==> src/rtl/sac_pkg.sv <==
`default_nettype none

package sac_pkg;

	// ------------------------------------------------------------
	// Timing
	// ------------------------------------------------------------
	localparam int CLK_PERIOD_NS     = 8;   // 125 MHz system clock
	localparam int BUSY_DELAY_NS     = 110; // Start to busy high
	localparam int FIRST_DECISION_NS = 900; // Start to first decision
	localparam int BUSY_CYC      =
		(BUSY_DELAY_NS + CLK_PERIOD_NS - 1) / CLK_PERIOD_NS;
	localparam int FIRST_DEC_CYC =
		(FIRST_DECISION_NS + CLK_PERIOD_NS - 1) / CLK_PERIOD_NS;
	localparam int SETTLE_CYC    = FIRST_DEC_CYC - BUSY_CYC;
	localparam int DEF_BIT_CYC   = 8;   // Cycles per result bit

	// ------------------------------------------------------------
	// Widths and positions
	// ------------------------------------------------------------
	localparam int RESULT_BITS = 16;
	localparam int BYTE_BITS   = 8;
	localparam int CNT_W       = 8;
	localparam int IDX_W       = 4;
	localparam int FALL_W      = 5;
	localparam logic [IDX_W-1:0] MSB_IDX = 4'hf;
	localparam logic [FALL_W-1:0] BITS_PER_WORD = 5'h10;

	// ------------------------------------------------------------
	// Reset values
	// ------------------------------------------------------------
	localparam logic [RESULT_BITS-1:0] WORD_RST = 16'h0000;
	localparam logic [BYTE_BITS-1:0]   BYTE_RST = 8'h00;
	localparam logic [CNT_W-1:0]       CNT_RST  = 8'h00;

	// ------------------------------------------------------------
	// Control states
	// ------------------------------------------------------------
	typedef enum logic [4:0] {
		ST_UNINIT = 5'h01, // Powered up, waiting for reset pin
		ST_IDLE   = 5'h02, // Ready for a start
		ST_START  = 5'h04, // Start taken, busy not yet high
		ST_SETTLE = 5'h08, // Busy high, before first decision
		ST_BITS   = 5'h10  // Bit decisions and serial output
	} sac_state_t;

	typedef struct packed {
		sac_state_t             st;     // Control state
		logic [CNT_W-1:0]       cnt;    // Phase timer
		logic [IDX_W-1:0]       idx;    // Bit under decision
		logic [RESULT_BITS-1:0] sar;    // Approximation register
		logic [RESULT_BITS-1:0] hold;   // Held input code
		logic [RESULT_BITS-1:0] latch;  // Output data latch
		logic                   busy;   // Status
		logic                   ready;  // Data ready flag
		logic                   wr_q;   // Write strobe last cycle
		logic                   strobe; // Serial data strobe
		logic                   sdata;  // Serial data bit
		logic [BYTE_BITS-1:0]   dout;   // Parallel output byte
	} sac_regs_t;

endpackage

`default_nettype wire

==> src/rtl/sac_ctrl.sv <==
`default_nettype none

module sac_ctrl #(
	parameter int unsigned BIT_CYCLES = sac_pkg::DEF_BIT_CYC
) (
	input  wire logic                            clk_i,
	input  wire logic                            sys_rst_i,
	input  wire logic                            reset_pin_n_i,
	input  wire logic                            cs_n_i,
	input  wire logic                            wr_n_i,
	input  wire logic                            rd_n_i,
	input  wire logic                            byte_select_i,
	input  wire logic                            twos_complement_select_n_i,
	input  wire logic [sac_pkg::RESULT_BITS-1:0] analog_code_i,
	output logic                                 busy_o,
	output logic                                 data_ready_o,
	output logic      [sac_pkg::BYTE_BITS-1:0]   data_o,
	output logic                                 data_oe_o,
	output logic                                 serial_strobe_o,
	output logic                                 serial_data_o
);
	import sac_pkg::*;

	// ------------------------------------------------------------
	// Constants
	// ------------------------------------------------------------
	// Bit period must be at least two cycles so the strobe can fall
	localparam logic [CNT_W-1:0] BIT_MAX  = CNT_W'(BIT_CYCLES - 1);
	localparam logic [CNT_W-1:0] BIT_HALF = BIT_MAX >> 1;
	localparam logic [CNT_W-1:0] START_LD = CNT_W'(BUSY_CYC - 2);
	localparam logic [CNT_W-1:0] SETTLE_LD = CNT_W'(SETTLE_CYC - 1);
	localparam logic [CNT_W-1:0] CNT_ONE  = 8'h01;
	localparam logic [IDX_W-1:0] IDX_ONE  = 4'h1;

	localparam sac_regs_t REGS_RST = '{
		st: ST_UNINIT, cnt: CNT_RST, idx: MSB_IDX,
		sar: WORD_RST, hold: WORD_RST, latch: WORD_RST,
		busy: 1'b1, ready: 1'b0, wr_q: 1'b1,
		strobe: 1'b0, sdata: 1'b0, dout: BYTE_RST
	};

	// ------------------------------------------------------------
	// Functions
	// ------------------------------------------------------------
	// One-hot mask of the bit under decision
	function automatic logic [RESULT_BITS-1:0] bit_mask(
		input logic [IDX_W-1:0] idx
	);
		logic [RESULT_BITS-1:0] m;
		m = WORD_RST;
		m[idx] = 1'b1;
		return m;
	endfunction

	// Offset binary held inside; twos complement flips the top bit
	function automatic logic [RESULT_BITS-1:0] fmt(
		input logic [RESULT_BITS-1:0] v,
		input logic                   tc_n
	);
		return {v[RESULT_BITS-1] ^ ~tc_n, v[RESULT_BITS-2:0]};
	endfunction

	// ------------------------------------------------------------
	// State
	// ------------------------------------------------------------
	sac_regs_t              s;        // Registered state
	sac_regs_t              next_s;   // Next state
	logic                   start_ev; // Write falling edge, selected
	logic                   cmd_lvl;  // Start command held
	logic                   rd_act;   // Parallel read in progress
	logic                   rd_hi;    // High byte read
	logic                   fin;      // Conversion finishes now
	logic                   accept;   // Start taken this cycle
	logic [RESULT_BITS-1:0] trial;    // Trial approximation
	logic [RESULT_BITS-1:0] shown;    // Latch in output format
	logic                   keep;     // Trial bit kept

	// ------------------------------------------------------------
	// Next state
	// ------------------------------------------------------------
	// All decisions in one place so the struct has one driver
	always_comb begin
		next_s = s;
		trial  = s.sar | bit_mask(s.idx);
		keep   = s.hold >= trial;
		shown  = fmt(s.latch, twos_complement_select_n_i);
		// Chip select high masks every strobe
		start_ev = !cs_n_i && !wr_n_i && s.wr_q;
		cmd_lvl  = !cs_n_i && !wr_n_i;
		rd_act   = !cs_n_i && !rd_n_i;
		rd_hi    = rd_act && !byte_select_i;
		fin      = 1'b0;
		accept   = 1'b0;
		next_s.wr_q = wr_n_i;
		case (s.st)
			ST_UNINIT: begin
				// Status stays high; starts refused until reset pin
				next_s.busy = 1'b1;
			end
			ST_IDLE: begin
				// An idle converter takes a start; ST_BITS also takes a held command at finish
				if (start_ev) begin
					accept = 1'b1;
				end
			end
			ST_START: begin
				if (s.cnt == CNT_RST) begin
					next_s.st   = ST_SETTLE;
					next_s.busy = 1'b1;
					next_s.cnt  = SETTLE_LD;
				end else begin
					next_s.cnt = s.cnt - CNT_ONE;
				end
			end
			ST_SETTLE: begin
				// Starts in this phase and the next are dropped, bar a command held low at finish
				if (s.cnt == CNT_RST) begin
					next_s.st  = ST_BITS;
					next_s.cnt = BIT_MAX;
					next_s.idx = MSB_IDX;
				end else begin
					next_s.cnt = s.cnt - CNT_ONE;
				end
			end
			ST_BITS: begin
				if (s.cnt == BIT_MAX) begin
					// Decide one bit and present it serially
					if (keep) begin
						next_s.sar = trial;
					end
					next_s.strobe = 1'b1;
					next_s.sdata  = (s.idx == MSB_IDX) ?
						keep ^ ~twos_complement_select_n_i : keep;
				end
				if (s.cnt == BIT_HALF) begin
					// Falling edge with the bit stable
					next_s.strobe = 1'b0;
				end
				if (s.cnt == CNT_RST) begin
					if (s.idx == WORD_RST[IDX_W-1:0]) begin
						fin          = 1'b1;
						next_s.latch = s.sar;
						next_s.ready = 1'b1;
						next_s.busy  = 1'b0;
						next_s.st    = ST_IDLE;
						// Held command restarts here; busy looped to write restarts from idle
						accept = cmd_lvl;
					end else begin
						next_s.idx = s.idx - IDX_ONE;
						next_s.cnt = BIT_MAX;
					end
				end else begin
					next_s.cnt = s.cnt - CNT_ONE;
				end
			end
			default: begin
				next_s.st = ST_IDLE;
			end
		endcase
		// Conversion start: sample the input and clear the register
		if (accept) begin
			next_s.st   = ST_START;
			next_s.cnt  = START_LD;
			next_s.hold = analog_code_i;
			next_s.sar  = WORD_RST;
		end
		// Reads never touch the latch; only the high byte clears
		if (rd_act) begin
			next_s.dout = byte_select_i ?
				shown[BYTE_BITS-1:0] :
				shown[RESULT_BITS-1:BYTE_BITS];
		end
		// A new result wins over a clear in the same cycle
		if (rd_hi && !fin) begin
			next_s.ready = 1'b0;
		end
		// Reset pin aborts everything and arms the converter
		if (!reset_pin_n_i) begin
			next_s       = REGS_RST;
			next_s.st    = ST_IDLE;
			next_s.busy  = 1'b0;
			next_s.wr_q  = wr_n_i;
		end
	end

	// ------------------------------------------------------------
	// Registers
	// ------------------------------------------------------------
	// System reset models power-up: status comes up high
	always_ff @(posedge clk_i) begin
		if (sys_rst_i) begin
			s <= REGS_RST;
		end else begin
			s <= next_s;
		end
	end

	// ------------------------------------------------------------
	// Outputs
	// ------------------------------------------------------------
	assign busy_o          = s.busy;
	assign data_ready_o    = s.ready;
	assign data_o          = s.dout;
	assign serial_strobe_o = s.strobe;
	assign serial_data_o   = s.sdata;
	// Enable follows the pins; the byte itself is a flop behind
	assign data_oe_o       = rd_act;

	// ------------------------------------------------------------
	// Assertion helpers
	// ------------------------------------------------------------
	localparam int A_BUSY = BUSY_CYC;
	localparam int A_RISE = BUSY_CYC - 1; // Delay after two low samples
	localparam int A_DEC  = FIRST_DEC_CYC + 1;
	logic [FALL_W-1:0] falls;      // Strobe falls this conversion
	logic              strobe_fall; // Strobe falls at next edge

	assign strobe_fall = s.strobe && !next_s.strobe;

	// Count falls, restarted while a start is pending
	always_ff @(posedge clk_i) begin
		if (sys_rst_i || s.st == ST_START) begin
			falls <= '0;
		end else if (strobe_fall) begin
			falls <= falls + FALL_W'(1);
		end
	end
endmodule

`default_nettype wire

==> config.mk <==
export PLATFORM = sky130hd
export DESIGN_NAME = sac_ctrl
export DESIGN_NICKNAME = d
export VERILOG_FILES = /design/src/rtl/sac_pkg.sv /design/src/rtl/sac_ctrl.sv
export SDC_FILE = /design/constraint.sdc
export NUM_CORES = 1
export LEC_CHECK = 0
export BUFFER_PORTS_ARGS = -buffer_cell sky130_fd_sc_hd__buf_2
export CORE_MARGIN = 3
export CORE_UTILIZATION = 35
export DETAILED_ROUTE_END_ITERATION = 7
export PLACE_DENSITY = 0.52
export SLEW_MARGIN = 20
export SYNTH_ARGS = -nofsm -noshare
export SYNTH_HDL_FRONTEND = slang
export SYNTH_SLANG_ARGS = --single-unit
==> constraint.sdc <==
create_clock -name clk_i -period 4.15 [get_ports clk_i]
set_input_delay 0.83 -clock clk_i [delete_from_list [all_inputs] [get_ports clk_i]]
set_output_delay 0.83 -clock clk_i [all_outputs]
set_load 0.02 [all_outputs]
# After elaboration in Yosys (flattened, before gate mapping)
# Cells that the tools add are included.
dict set report word_totals {
  input_bits 24
  output_inout_bits 13
  regBits 78
  elab_cells 128
}
dict set report classes {
  n_eq_ne 29
  addsub 2
  bitwise 6
  magnitude_cmp 3
  mux 41
  reduce_logical 32
}
# cell count
set op_table {}
lappend op_table {{2-to-1 mux 75 bit} 1}
lappend op_table {{2-to-1 mux 16 bit} 4}
lappend op_table {{2-to-1 mux 8 bit} 5}
lappend op_table {{2-to-1 mux 18 bit} 2}
lappend op_table {{2-to-1 mux 32 bit} 1}
lappend op_table {{inequality test 3 bit, second input constant} 8}
lappend op_table {{case mux 8 bit (3 select lines)} 1}
lappend op_table {{2-to-1 mux 5 bit} 4}
lappend op_table {{inequality test 4 bit, second input constant} 5}
lappend op_table {{case mux 5 bit (4 select lines)} 1}
lappend op_table {{>= comparator 16 bit} 1}
lappend op_table {{bitwise OR 16 bit} 1}
lappend op_table {{AND reduction 5 bit} 3}
lappend op_table {{2-to-1 mux 1 bit} 12}
lappend op_table {{2-to-1 mux 12 bit} 1}
lappend op_table {{2-to-1 mux 11 bit} 1}
lappend op_table {{inequality test 2 bit, second input constant} 5}
lappend op_table {{equality test 8 x 2 -> 1 bit, second input constant} 1}
lappend op_table {{equality test 8 x 3 -> 1 bit, second input constant} 1}
lappend op_table {{logical NOT 8 bit} 1}
lappend op_table {{2-to-1 mux 4 bit} 2}
lappend op_table {{case mux 4 bit (2 select lines)} 1}
lappend op_table {{AND reduction 2 bit} 4}
lappend op_table {{AND reduction 4 bit} 2}
lappend op_table {{other kinds (28)} 45}

# Longest topological paths before layout
# Gate-level depths: netlist of the first run.
dict set report depth {
  ltp_word 12
  ltp_mapped 14
  depth_no_buf 11
}

# Least setup slack after synthesis of the first run
# Ideal clock, no wire load.
dict set report synth_timing {
  path_type {register to register}
  startpoint {register s[61] in the netlist's numbering}
  endpoint {register s[50] in the netlist's numbering}
  arrival_time_ps 3118
  n_path_buf 3
  required_time_ps 4033
  period_less_slack_ps 3235
  stages_incl_launch_ff 15
  setup_slack_ps 915
  setup_ps 117
  path_cell_list {dfxtp_1 > inv_1 > ha_1 > buf_2 > or3b_2 > clkbuf_1 > nand2b_1 > ha_1 > nand2b_1 > a2111oi_0 > nor3_1 > o21ai_0 > a211oi_2 > buf_2 > a32o_1}
}
dict set report synth_via {
  elab_chain_len 7
  elab_cells_between_ends 13
  classes_between {3 x order compare; 5 x mux; 1 x bitwise; 4 x reduce/logical}
}
# item line_no
set synth_rtl {}
lappend synth_rtl {{from (decl)} sac_ctrl.sv:66} ;# sac_regs_t s;
lappend synth_rtl {{from (signal assigned)} sac_ctrl.sv:194} ;# s <= next_s;
lappend synth_rtl {{less-than comparator 4 x 5 -> 1 bit (implied by the code) / >= comparator 4 x 1 -> 1 bit (equally long branches)} sac_ctrl.sv:51} ;# m[idx] = 1'b1;
lappend synth_rtl {{logical AND 1 bit (implied by the code)} sac_ctrl.sv:51}
lappend synth_rtl {{2-to-1 mux 1 bit (implied by the code)} sac_ctrl.sv:51}
lappend synth_rtl {{demux 1 bit (select 4 bit) *} sac_ctrl.sv:51}
lappend synth_rtl {{bitwise OR 16 bit *} sac_ctrl.sv:84} ;# trial = s.sar | bit_mask(s.idx);
lappend synth_rtl {{net trial[0]} sac_ctrl.sv:74} ;# logic [RESULT_BITS-1:0] trial;
lappend synth_rtl {{>= comparator 16 bit *} sac_ctrl.sv:85} ;# keep = s.hold >= trial;
lappend synth_rtl {{AND reduction 3 bit (no line) *} -}
# The timed path passes the listed nets; every way through them passes the cells marked *.
# A chain may end at the register's enable or synchronous reset.

# Final worst setup path of the first run
dict set report layout_timing {
  startpoint {register s[63] in the netlist's numbering}
  endpoint {register s[49] in the netlist's numbering}
}
dict set report layout_via {
  elab_chain_len 7
  elab_cells_between_ends 13
  classes_between {3 x order compare; 5 x mux; 1 x bitwise; 4 x reduce/logical}
}
# item line_no
set layout_rtl {}
lappend layout_rtl {{less-than comparator 4 x 5 -> 1 bit (implied by the code) / >= comparator 4 x 1 -> 1 bit (equally long branches)} sac_ctrl.sv:51}
lappend layout_rtl {{logical AND 1 bit (implied by the code)} sac_ctrl.sv:51}
lappend layout_rtl {{2-to-1 mux 1 bit (implied by the code)} sac_ctrl.sv:51}
lappend layout_rtl {{demux 1 bit (select 4 bit)} sac_ctrl.sv:51}
lappend layout_rtl {{bitwise OR 16 bit} sac_ctrl.sv:84}
lappend layout_rtl {{>= comparator 16 bit} sac_ctrl.sv:85}
lappend layout_rtl {{AND reduction 3 bit (no line)} -}
# Several ways; a longest one is shown, not always the timed one.

==> results by group, run 1 <==
Run status
  • Outcome: finished, final reports clean

Finish
  • Fillers: 1076
  • Sequential Area: 1560 µm²
  • Multi-input logic area: 2080 µm²
  • Area delta synth->final: 9.78%
  • Share of cells above drive strength 1: 16.1%
  • Antenna Cells: 0
  • Nets: 483
  • Core Util, Final: 40.2%

Global routing
  • Remaining global-route overflow: 0
  • Busiest layer in global routing: met1
  • Met1 Use GR: 21.1%
  • Met2 GRT Util: 20.9%
  • Vias in the first global route: 2776
  • Total Routing Usage GR: 14.5%
  • Met3 usage: 3.00%
  • Global-route wire length before repair: 14.5 mm
  • Initial antenna violation count: 0
  • Pin count of the biggest net entering global routing: 32

Worst setup path
  • Crit-path slowest cell: a211oi_2
  • WP depth: 9
  • Worst setup path category: reg -> reg
  • Worst R2R End: s[49]$_SDFFE_PP0P_
  • Crit-path cells: nor2b_1 > a21oi_1 > ha_1 > and4_1 > o21ai_0 > nor3_1 > o21ai_0 > a211oi_2 > a32o_1
  • R2R setup slack: 0.61 ns
  • Critical R2R Launch: s[63]$_SDFFE_PP1P_
  • CP arrival: 3.84 ns
  • Worst Setup Start Kind: flop
  • CP max stage delay: 0.83 ns
  • R2R cell count: 9
  • Worst Path Buf+Inv: 0
  • Setup crit end kind: flop
  • Critical path's top delay family: compound AO/OA/AOI/OAI gates
  • CP max FO: 14
  • Critical path startpoint: s[63]$_SDFFE_PP1P_
  • Cell mode on critical path: o21ai_0
  • Required @ worst endpoint: 4.45 ns
  • Crit path to: s[49]$_SDFFE_PP0P_

Detailed routing
  • WL/cell: 15.5 µm
  • DR pass1 iterations: 5
  • Post-route DRC: 0
  • Drt total wl: 8.93 mm
  • DR vias: 3055
  • DR iter-0 viols: 150
  • Post-route ant nets: 0
  • Vias/cell: 5.29

Logic synthesis
  • Area contributors post-synth: dfxtp_1 (41%), mux2i_1 (10%), ha_1 (7.5%), nor2_1 (5.3%), a21oi_1 (4.3%)
  • Seq/Total Area, Yosys: 40.5%
  • Top cells by count, synth: dfxtp_1 (78), nor2_1 (54), mux2i_1 (39)
  • Cell area after synthesis: 3850 µm²
  • Average size of a mapped cell: 9.17 µm²
  • Area leader, netlist: dfxtp_1
  • Count leader, synth: dfxtp_1
  • Post-synth top flop: dfxtp_1
  • Synth top area share: 40.5%
  • Syn Nets: 467
  • Share of synthesized flip-flops with an asynchronous set or reset: 0%
  • Mapped Cells: 420
  • Synth unique cells: 53
  • Yosys warns: 0
  • FF+latch count, synth: 78
  • Post-synth EDFFs: 0

Timing
  • PnR worst setup slack: 0.614 ns
  • Tmin final: 3.54 ns
  • RSZ-0062 raised after global routing: no
  • Worst-margin pin slew: 0.961 ns
  • Worst clock skew: 0.0142 ns
  • Fmax achieved: 283 MHz
  • Setup_tns: 0 ns
  • Hold_ws: 0.462 ns
  • Hold Vio Cnt, Final: 0
  • Final setup fails: 0
  • Slew Limit Fails: 0
  • Slew HR: 35.8%
  • Fin crit share: 85.2%

Die
  • Initial Util: 36.6%
  • Core Box Area: 10500 µm²
  • Die width: 111 µm
  • Num rows: 37
  • Die Area: 12300 µm²
  • IO Count: 37
  • Die H: 111 µm

Clocking
  • Sinks on Clock Net: 78
  • H-tree Lvls: 3
  • Post-CTS Setup Bufs: 0
  • CTS Buf Count: 9
  • Clock Tree Buf Depth: 2
  • CTS tree: done
  • Worst skew pair latency: 0.36 ns
  • Root buf cell: clkbuf_8
  • Worst-path clk slew: 0.09 ns
  • Resized cells post-CTS: 0
  • Hold buffers post-CTS: 0

Pwr
  • P per Cell Area: 325 nW/µm²
  • Seq pwr share: 55.3%
  • Switch share: 26.6%
  • Int Power: 1.01 mW
  • VDD IR-drop max: 134 µV
  • Leakage power: 1.81 nW
  • Overall power: 1.38 mW
  • Sw power: 0.366 mW
  • Clock group share of total power: 38.9%
  • Gate power share: 5.8%

Placed design
  • DP Worst Slack: 0.642 ns
  • GPL Wtd Cong: 0.788
  • I/O Buffers: 36
  • DP HPWL: 6.50 mm

Job
  • Max cap viols: 0

Min path
  • Hold crit path type: reg -> reg
  • Hold wc startpoint: s[13]$_SDFFE_PP0P_
routing by layer:
metal / wire [µm] / up-vias
met5: 0 / -
met4: 152 / 0
met2: 3720 / 77
li1: - / 1547
met3: 401 / 12
met1: 4650 / 1419
state kept, by name, indices dropped and copies added (netlist names):
| register | cells |
|---|---|
| busy_o | 1 |
| data_o | 8 |
| data_ready_o | 1 |
| s | 66 |
| serial_data_o | 1 |
| serial_strobe_o | 1 |
cell type report:
cell class	count	area share, %
inverter	7	0.621
tap	136	4.02
multi-input combinational	300	49.2
clock buffer	9	2.93
timing repair buffer	40	4.97
sequential	78	36.9
clock inverter	7	1.30
worst reg2reg max path, stage by stage, from the launching register on:
cell	delay (ns)
dfxtp_1	0.45
nor2b_1	0.49
a21oi_1	0.22
ha_1	0.32
and4_1	0.20
o21ai_0	0.13
nor3_1	0.35
o21ai_0	0.23
a211oi_2	0.83
a32o_1	0.27
power groups by stage:
stage	sequential [mW]	clock (mW)	combinational, mW
2_1_floorplan	0.777	0	0.0565
6_report	0.760	0.535	0.0803
3_3_place_gp	0.778	0	0.0808
5_1_grt	0.762	0.580	0.0882
4_1_cts	0.760	0.551	0.0811
3_5_place_dp	0.778	0	0.0809
cell usage in the layout, fill, tap and decap left out, drive strengths merged, types with 2 or more instances in the layout:
cell      instances
a32o             14
or3b              2
buf              40
and2              3
a31o              2
a311oi            2
inv              10
or2               3
nand2            21
clkinvlp          2
o21a              2
o31ai             2
a2111oi           2
nand4             3
ha               23
xor2              3
or3               6
o211ai            3
and3              2
clkinv            2
nor2             55
nor4              4
nand4b            2
a211oi           13
dfxtp            78
mux2i            39
o21ai            18
nor3              9
clkbuf            9
nand3             9
nand2b            7
a21oi            33
nor2b             4
a221oi            2
stage by stage:
step	instances	area, µm²
after floorplan	420	3850
after global placement	561	4050
after detailed placement	561	4050
after CTS	577	4230
after global routing	577	4230
final	577	4230
kinds of logic after synthesis:
family / count (synthesis) / synth area share (%)
flops: 78 / 40.5
fa+ha+maj: 23 / 7.47
buf+inv: 42 / 5.43
simple gates: 135 / 17.5
mux: 39 / 10.1
xor+xnor: 4 / 0.910
compound gates: 99 / 18.0
worst min-delay path by stage:
stage	endpoint	cells after the start	slack, ns
6_report	s[13]$_SDFFE_PP0P_	2	0.46
4_1_cts	s[13]$_SDFFE_PP0P_	2	0.47
5_1_grt	s[28]$_SDFFE_PP0P_	2	0.50
3_3_place_gp	s[13]$_SDFFE_PP0P_	2	0.45
3_5_place_dp	s[13]$_SDFFE_PP0P_	2	0.45
2_1_floorplan	s[13]$_SDFFE_PP0P_	2	0.44
No activity file was read; power rests on OpenSTA's default activity.
==> inputs of run 2 (changes only) <==
Settings changed: RECOVER_POWER set to 100.
==> results by group, run 2 (synthesis results as in run 1) <==
Detailed routing
  • DR iter-0 viols: 149
  • Post-route DRC: 0
  • Drt total wl: 8.93 mm
  • Post-route ant nets: 0
  • M1 WL: 4.60 mm
  • Max layer used: met4
  • DR pass1 iterations: 5
  • DR vias: 3059
  • Metal3 WL: 504 µm
  • Metal2 WL: 3.68 mm
  • Vias/cell: 5.30
  • WL/cell: 15.5 µm

Job
  • Max cap viols: 0

Clocking
  • H-tree Lvls: 3
  • Resized cells post-CTS: 0
  • Worst skew pair latency: 0.36 ns
  • Hold buffers post-CTS: 0
  • CTS Buf Count: 9
  • CTS tree: done
  • Worst-path clk slew: 0.09 ns
  • Clock Tree Buf Depth: 2
  • Sinks on Clock Net: 78
  • Post-CTS Setup Bufs: 0
  • Root buf cell: clkbuf_8

Die
  • Die width: 111 µm
  • Die H: 111 µm
  • Die Area: 12300 µm²
  • Core Box Area: 10500 µm²
  • IO Count: 37
  • Num rows: 37
  • Initial Util: 36.6%

Pwr
  • Gate power share: 5.6%
  • Sw power: 0.364 mW
  • VDD IR-drop max: 133 µV
  • P per Cell Area: 328 nW/µm²
  • Switch share: 26.6%
  • Leakage power: 1.75 nW
  • Int Power: 1.01 mW
  • Seq pwr share: 55.5%
  • Overall power: 1.37 mW
  • Clock group share of total power: 38.9%

Timing
  • Slew HR: 7.23%
  • Fmax achieved: 270 MHz
  • RSZ-0062 raised after global routing: no
  • Tmin final: 3.70 ns
  • Hold_ws: 0.463 ns
  • Fin crit share: 89.2%
  • Slew Limit Fails: 0
  • Setup_tns: 0 ns
  • Final setup fails: 0
  • Hold Vio Cnt, Final: 0
  • Worst clock skew: 0.0138 ns
  • Worst-margin pin slew: 1.39 ns

Global routing
  • Vias in the first global route: 2776
  • Initial antenna violation count: 0
  • Remaining global-route overflow: 0
  • Global-route wire length before repair: 14.5 mm
  • Pin count of the biggest net entering global routing: 32
  • Total Routing Usage GR: 14.5%

Finish
  • Commonest non-fill, non-tap cell in the layout: dfxtp_1
  • Fillers: 1085
  • Most frequent cells in the layout: dfxtp_1 (78), nor2_1 (54), mux2i_1 (39), a21oi_1 (33), ha_1 (23)
  • Antenna Cells: 0
  • Nets: 483
  • Fin area: 4180 µm²
  • Top reg by flops: s
  • Core Util, Final: 39.8%
  • Share of cells above drive strength 1: 11.8%
  • Max reg flops: 66
  • Area delta synth->final: 8.51%

Worst setup path
  • Worst setup path category: reg -> reg
  • Worst R2R End: s[49]$_SDFFE_PP0P_
  • CP max FO: 21
  • CP arrival: 3.95 ns
  • R2R setup slack: 0.45 ns
  • Required @ worst endpoint: 4.40 ns
  • Setup crit end kind: flop
  • Crit path to: s[49]$_SDFFE_PP0P_
  • Worst Setup Start Kind: flop
  • R2R cell count: 7
  • Critical path startpoint: s[68]$_SDFFE_PP0P_
  • Critical R2R Launch: s[68]$_SDFFE_PP0P_

Placed design
  • Placed Area: 4050 µm²
  • I/O Buffers: 36
  • GPL Wtd Cong: 0.788
  • DP HPWL: 6.50 mm

Min path
  • Hold crit path type: reg -> reg

Run status
  • Outcome: finished, final reports clean
run 2: critical path, stage by stage (launching register included):
cell and delay (ns):
dfxtp_1 0.36, or4_1 0.60, nor4_1 0.79, a22oi_1 0.29, or3_1 0.39, buf_4 0.24, and2_0 0.55, a32o_1 0.38
run 2: metal layers:
layer  GRT usage (%)  vias up
li1                -     1546
met1            21.1     1417
met2            20.9       84
met3            3.00       12
met4            5.34        0
met5               0        -
run 2: how the worst min path moves through the flow:
stage	from	end	slack, ns	depth (start not counted)
after floorplan	s[13]$_SDFFE_PP0P_	s[13]$_SDFFE_PP0P_	0.44	2
after global placement	s[13]$_SDFFE_PP0P_	s[13]$_SDFFE_PP0P_	0.45	2
after detailed placement	s[13]$_SDFFE_PP0P_	s[13]$_SDFFE_PP0P_	0.45	2
after CTS	s[13]$_SDFFE_PP0P_	s[13]$_SDFFE_PP0P_	0.47	2
after global routing	s[28]$_SDFFE_PP0P_	s[28]$_SDFFE_PP0P_	0.50	2
final	s[13]$_SDFFE_PP0P_	s[13]$_SDFFE_PP0P_	0.46	2
run 2: power by group through the flow:
stage          sequential (mW)  combinational (mW)  clock, mW
2_1_floorplan            0.777              0.0565          0
3_3_place_gp             0.778              0.0808          0
3_5_place_dp             0.778              0.0809          0
4_1_cts                  0.760              0.0811      0.551
5_1_grt                  0.762              0.0852      0.580
6_report                 0.760              0.0772      0.534
run 2: per-stage QoR:
stage | worst slack, ns | cells
4_1_cts | 0.626 | 577
2_1_floorplan | 0.915 | 420
3_3_place_gp | 0.718 | 561
5_1_grt | 0.199 | 577
6_report | 0.449 | 577
3_5_place_dp | 0.642 | 561
run 2: cell type report:
cell class | count | area, µm² | area share [%]
multi-input combinational | 300 | 2060 | 49.2
sequential | 78 | 1560 | 37.4
timing repair buffer | 40 | 185 | 4.43
tap | 136 | 170 | 4.07
clock buffer | 9 | 124 | 2.96
clock inverter | 7 | 55.1 | 1.32
inverter | 7 | 26.3 | 0.629
==> inputs of run 3 (changes only) <==
Settings changed: REMOVE_ABC_BUFFERS set to 1.
==> results by group, run 3 (synthesis results as in run 1) <==
Clocking
  • Resized cells post-CTS: 0
  • Sinks on Clock Net: 78
  • Post-CTS Setup Bufs: 0
  • Worst skew pair latency: 0.35 ns
  • Clock Tree Buf Depth: 2
  • Root buf cell: clkbuf_8
  • H-tree Lvls: 3
  • CTS tree: done
  • CTS Buf Count: 9
  • Worst-path clk slew: 0.09 ns
  • Hold buffers post-CTS: 0

Worst setup path
  • R2R cell count: 7
  • R2R setup slack: 0.59 ns
  • Worst Path Buf+Inv: 1
  • Critical path's top delay family: simple AND/OR/NAND/NOR gates
  • CP max stage delay: 0.84 ns
  • CP max FO: 21
  • Worst R2R End: s[56]$_SDFFE_PP0P_
  • Crit-path slowest cell: nor4_1
  • Worst Setup Start Kind: flop
  • Critical path startpoint: s[68]$_SDFFE_PP0P_
  • Setup crit end kind: flop
  • Worst setup path category: reg -> reg
  • CP arrival: 3.79 ns
  • Required @ worst endpoint: 4.38 ns
  • Crit path to: s[56]$_SDFFE_PP0P_
  • Crit-path cells: or4_1 > nor4_1 > a22oi_1 > or3_1 > buf_4 > and2_1 > a32o_1
  • Critical R2R Launch: s[68]$_SDFFE_PP0P_
  • WP depth: 7

Timing
  • RSZ-0062 raised after global routing: no
  • Worst clock skew: 0.0167 ns
  • Fin crit share: 85.7%
  • Slew HR: 7.02%
  • Slew Limit Fails: 0
  • Worst-margin pin slew: 1.39 ns
  • Tmin final: 3.56 ns
  • Final setup fails: 0
  • Fmax achieved: 281 MHz
  • Setup_tns: 0 ns
  • Hold Vio Cnt, Final: 0

Detailed routing
  • Post-route ant nets: 0
  • WL/cell: 15.0 µm
  • Drt total wl: 8.66 mm
  • Post-route DRC: 0
  • DR pass1 iterations: 4
  • Vias/cell: 5.21
  • DR vias: 3017
  • DR iter-0 viols: 101

Global routing
  • Remaining global-route overflow: 0
  • Vias in the first global route: 2817
  • Initial antenna violation count: 0
  • Total Routing Usage GR: 14.3%
  • Pin count of the biggest net entering global routing: 34
  • Global-route wire length before repair: 14.3 mm

Die
  • Core Box Area: 10500 µm²
  • IO Count: 37
  • Num rows: 37
  • Initial Util: 36.6%
  • Die width: 111 µm
  • Die Area: 12300 µm²
  • Die H: 111 µm

Finish
  • Fin area: 4200 µm²
  • Top reg by flops: s
  • Core Util, Final: 39.9%
  • Antenna Cells: 0
  • Share of cells above drive strength 1: 11.7%
  • Commonest non-fill, non-tap cell in the layout: dfxtp_1
  • Area delta synth->final: 9.00%
  • Nets: 485
  • Max reg flops: 66
  • Fillers: 1084
  • Most frequent cells in the layout: dfxtp_1 (78), nor2_1 (55), mux2i_1 (39), a21oi_1 (33), ha_1 (23)

Placed design
  • I/O Buffers: 36
  • Placed Area: 4060 µm²
  • GPL Wtd Cong: 0.780
  • DP HPWL: 6.36 mm

Job
  • Max cap viols: 0

Min path
  • Hold crit path type: reg -> reg

Pwr
  • P per Cell Area: 330 nW/µm²
  • VDD IR-drop max: 173 µV
  • Leakage power: 1.76 nW

Run status
  • Outcome: finished, final reports clean
run 3: changes by cell type in the layout (fill, tap and decap cells not counted), sizes merged:
cell | before | now
buf | 24 | 26
inv | 10 | 11
clkinv | 2 | 1
run 3: stage by stage:
step / cells / hold slack, ns / setup slack [ns] / total power, mW
after global routing: 579 / 0.479 / 0.236 / 1.45
after CTS: 579 / 0.459 / 0.672 / 1.41
after global placement: 563 / 0.445 / 0.781 / 0.858
after detailed placement: 563 / 0.446 / 0.717 / 0.859
final: 579 / 0.456 / 0.593 / 1.38
after floorplan: 385 / 0.436 / 1.04 / 0.824
run 3: report_power, final:
part | switching (mW) | leakage (nW) | internal, mW
Clock | 0.316 | 0.0903 | 0.231
Sequential | 0.00591 | 0.630 | 0.755
Combinational | 0.0482 | 1.04 | 0.0290
run 3: how the worst min path moves through the flow:
stage / start / endpoint / cells past startpoint
2_1_floorplan: s[13]$_SDFFE_PP0P_ / s[13]$_SDFFE_PP0P_ / 2
3_3_place_gp: s[13]$_SDFFE_PP0P_ / s[13]$_SDFFE_PP0P_ / 2
3_5_place_dp: s[13]$_SDFFE_PP0P_ / s[13]$_SDFFE_PP0P_ / 2
4_1_cts: s[13]$_SDFFE_PP0P_ / s[13]$_SDFFE_PP0P_ / 2
5_1_grt: s[13]$_SDFFE_PP0P_ / s[13]$_SDFFE_PP0P_ / 2
6_report: s[13]$_SDFFE_PP0P_ / s[13]$_SDFFE_PP0P_ / 2
run 3: area by class of cell:
| class | instances | area [µm²] | share of cell area (%) |
|---|---|---|---|
| clock buffers | 9 | 124 | 2.95 |
| inverters | 7 | 26.3 | 0.626 |
| well taps | 136 | 170 | 4.05 |
| flip-flops and latches | 78 | 1560 | 37.2 |
| repair buffers | 42 | 200 | 4.77 |
| multi-input cells | 300 | 2050 | 48.9 |
| clock inverters | 7 | 63.8 | 1.52 |
run 3: worst reg2reg max path, stage by stage (launching register included):
cell     delay [ns]
dfxtp_1        0.36
or4_1          0.61
nor4_1         0.84
a22oi_1        0.29
or3_1          0.38
buf_4          0.24
and2_1         0.42
a32o_1         0.31
run 3: routing by layer:
layer / GRT usage, % / part of all wire, % / up-vias
met5: 0 / 0 / -
met4: 4.76 / 1.1 / 0
met3: 3.17 / 3.8 / 6
met2: 21.3 / 43 / 58
met1: 20.4 / 53 / 1399
li1: - / - / 1554
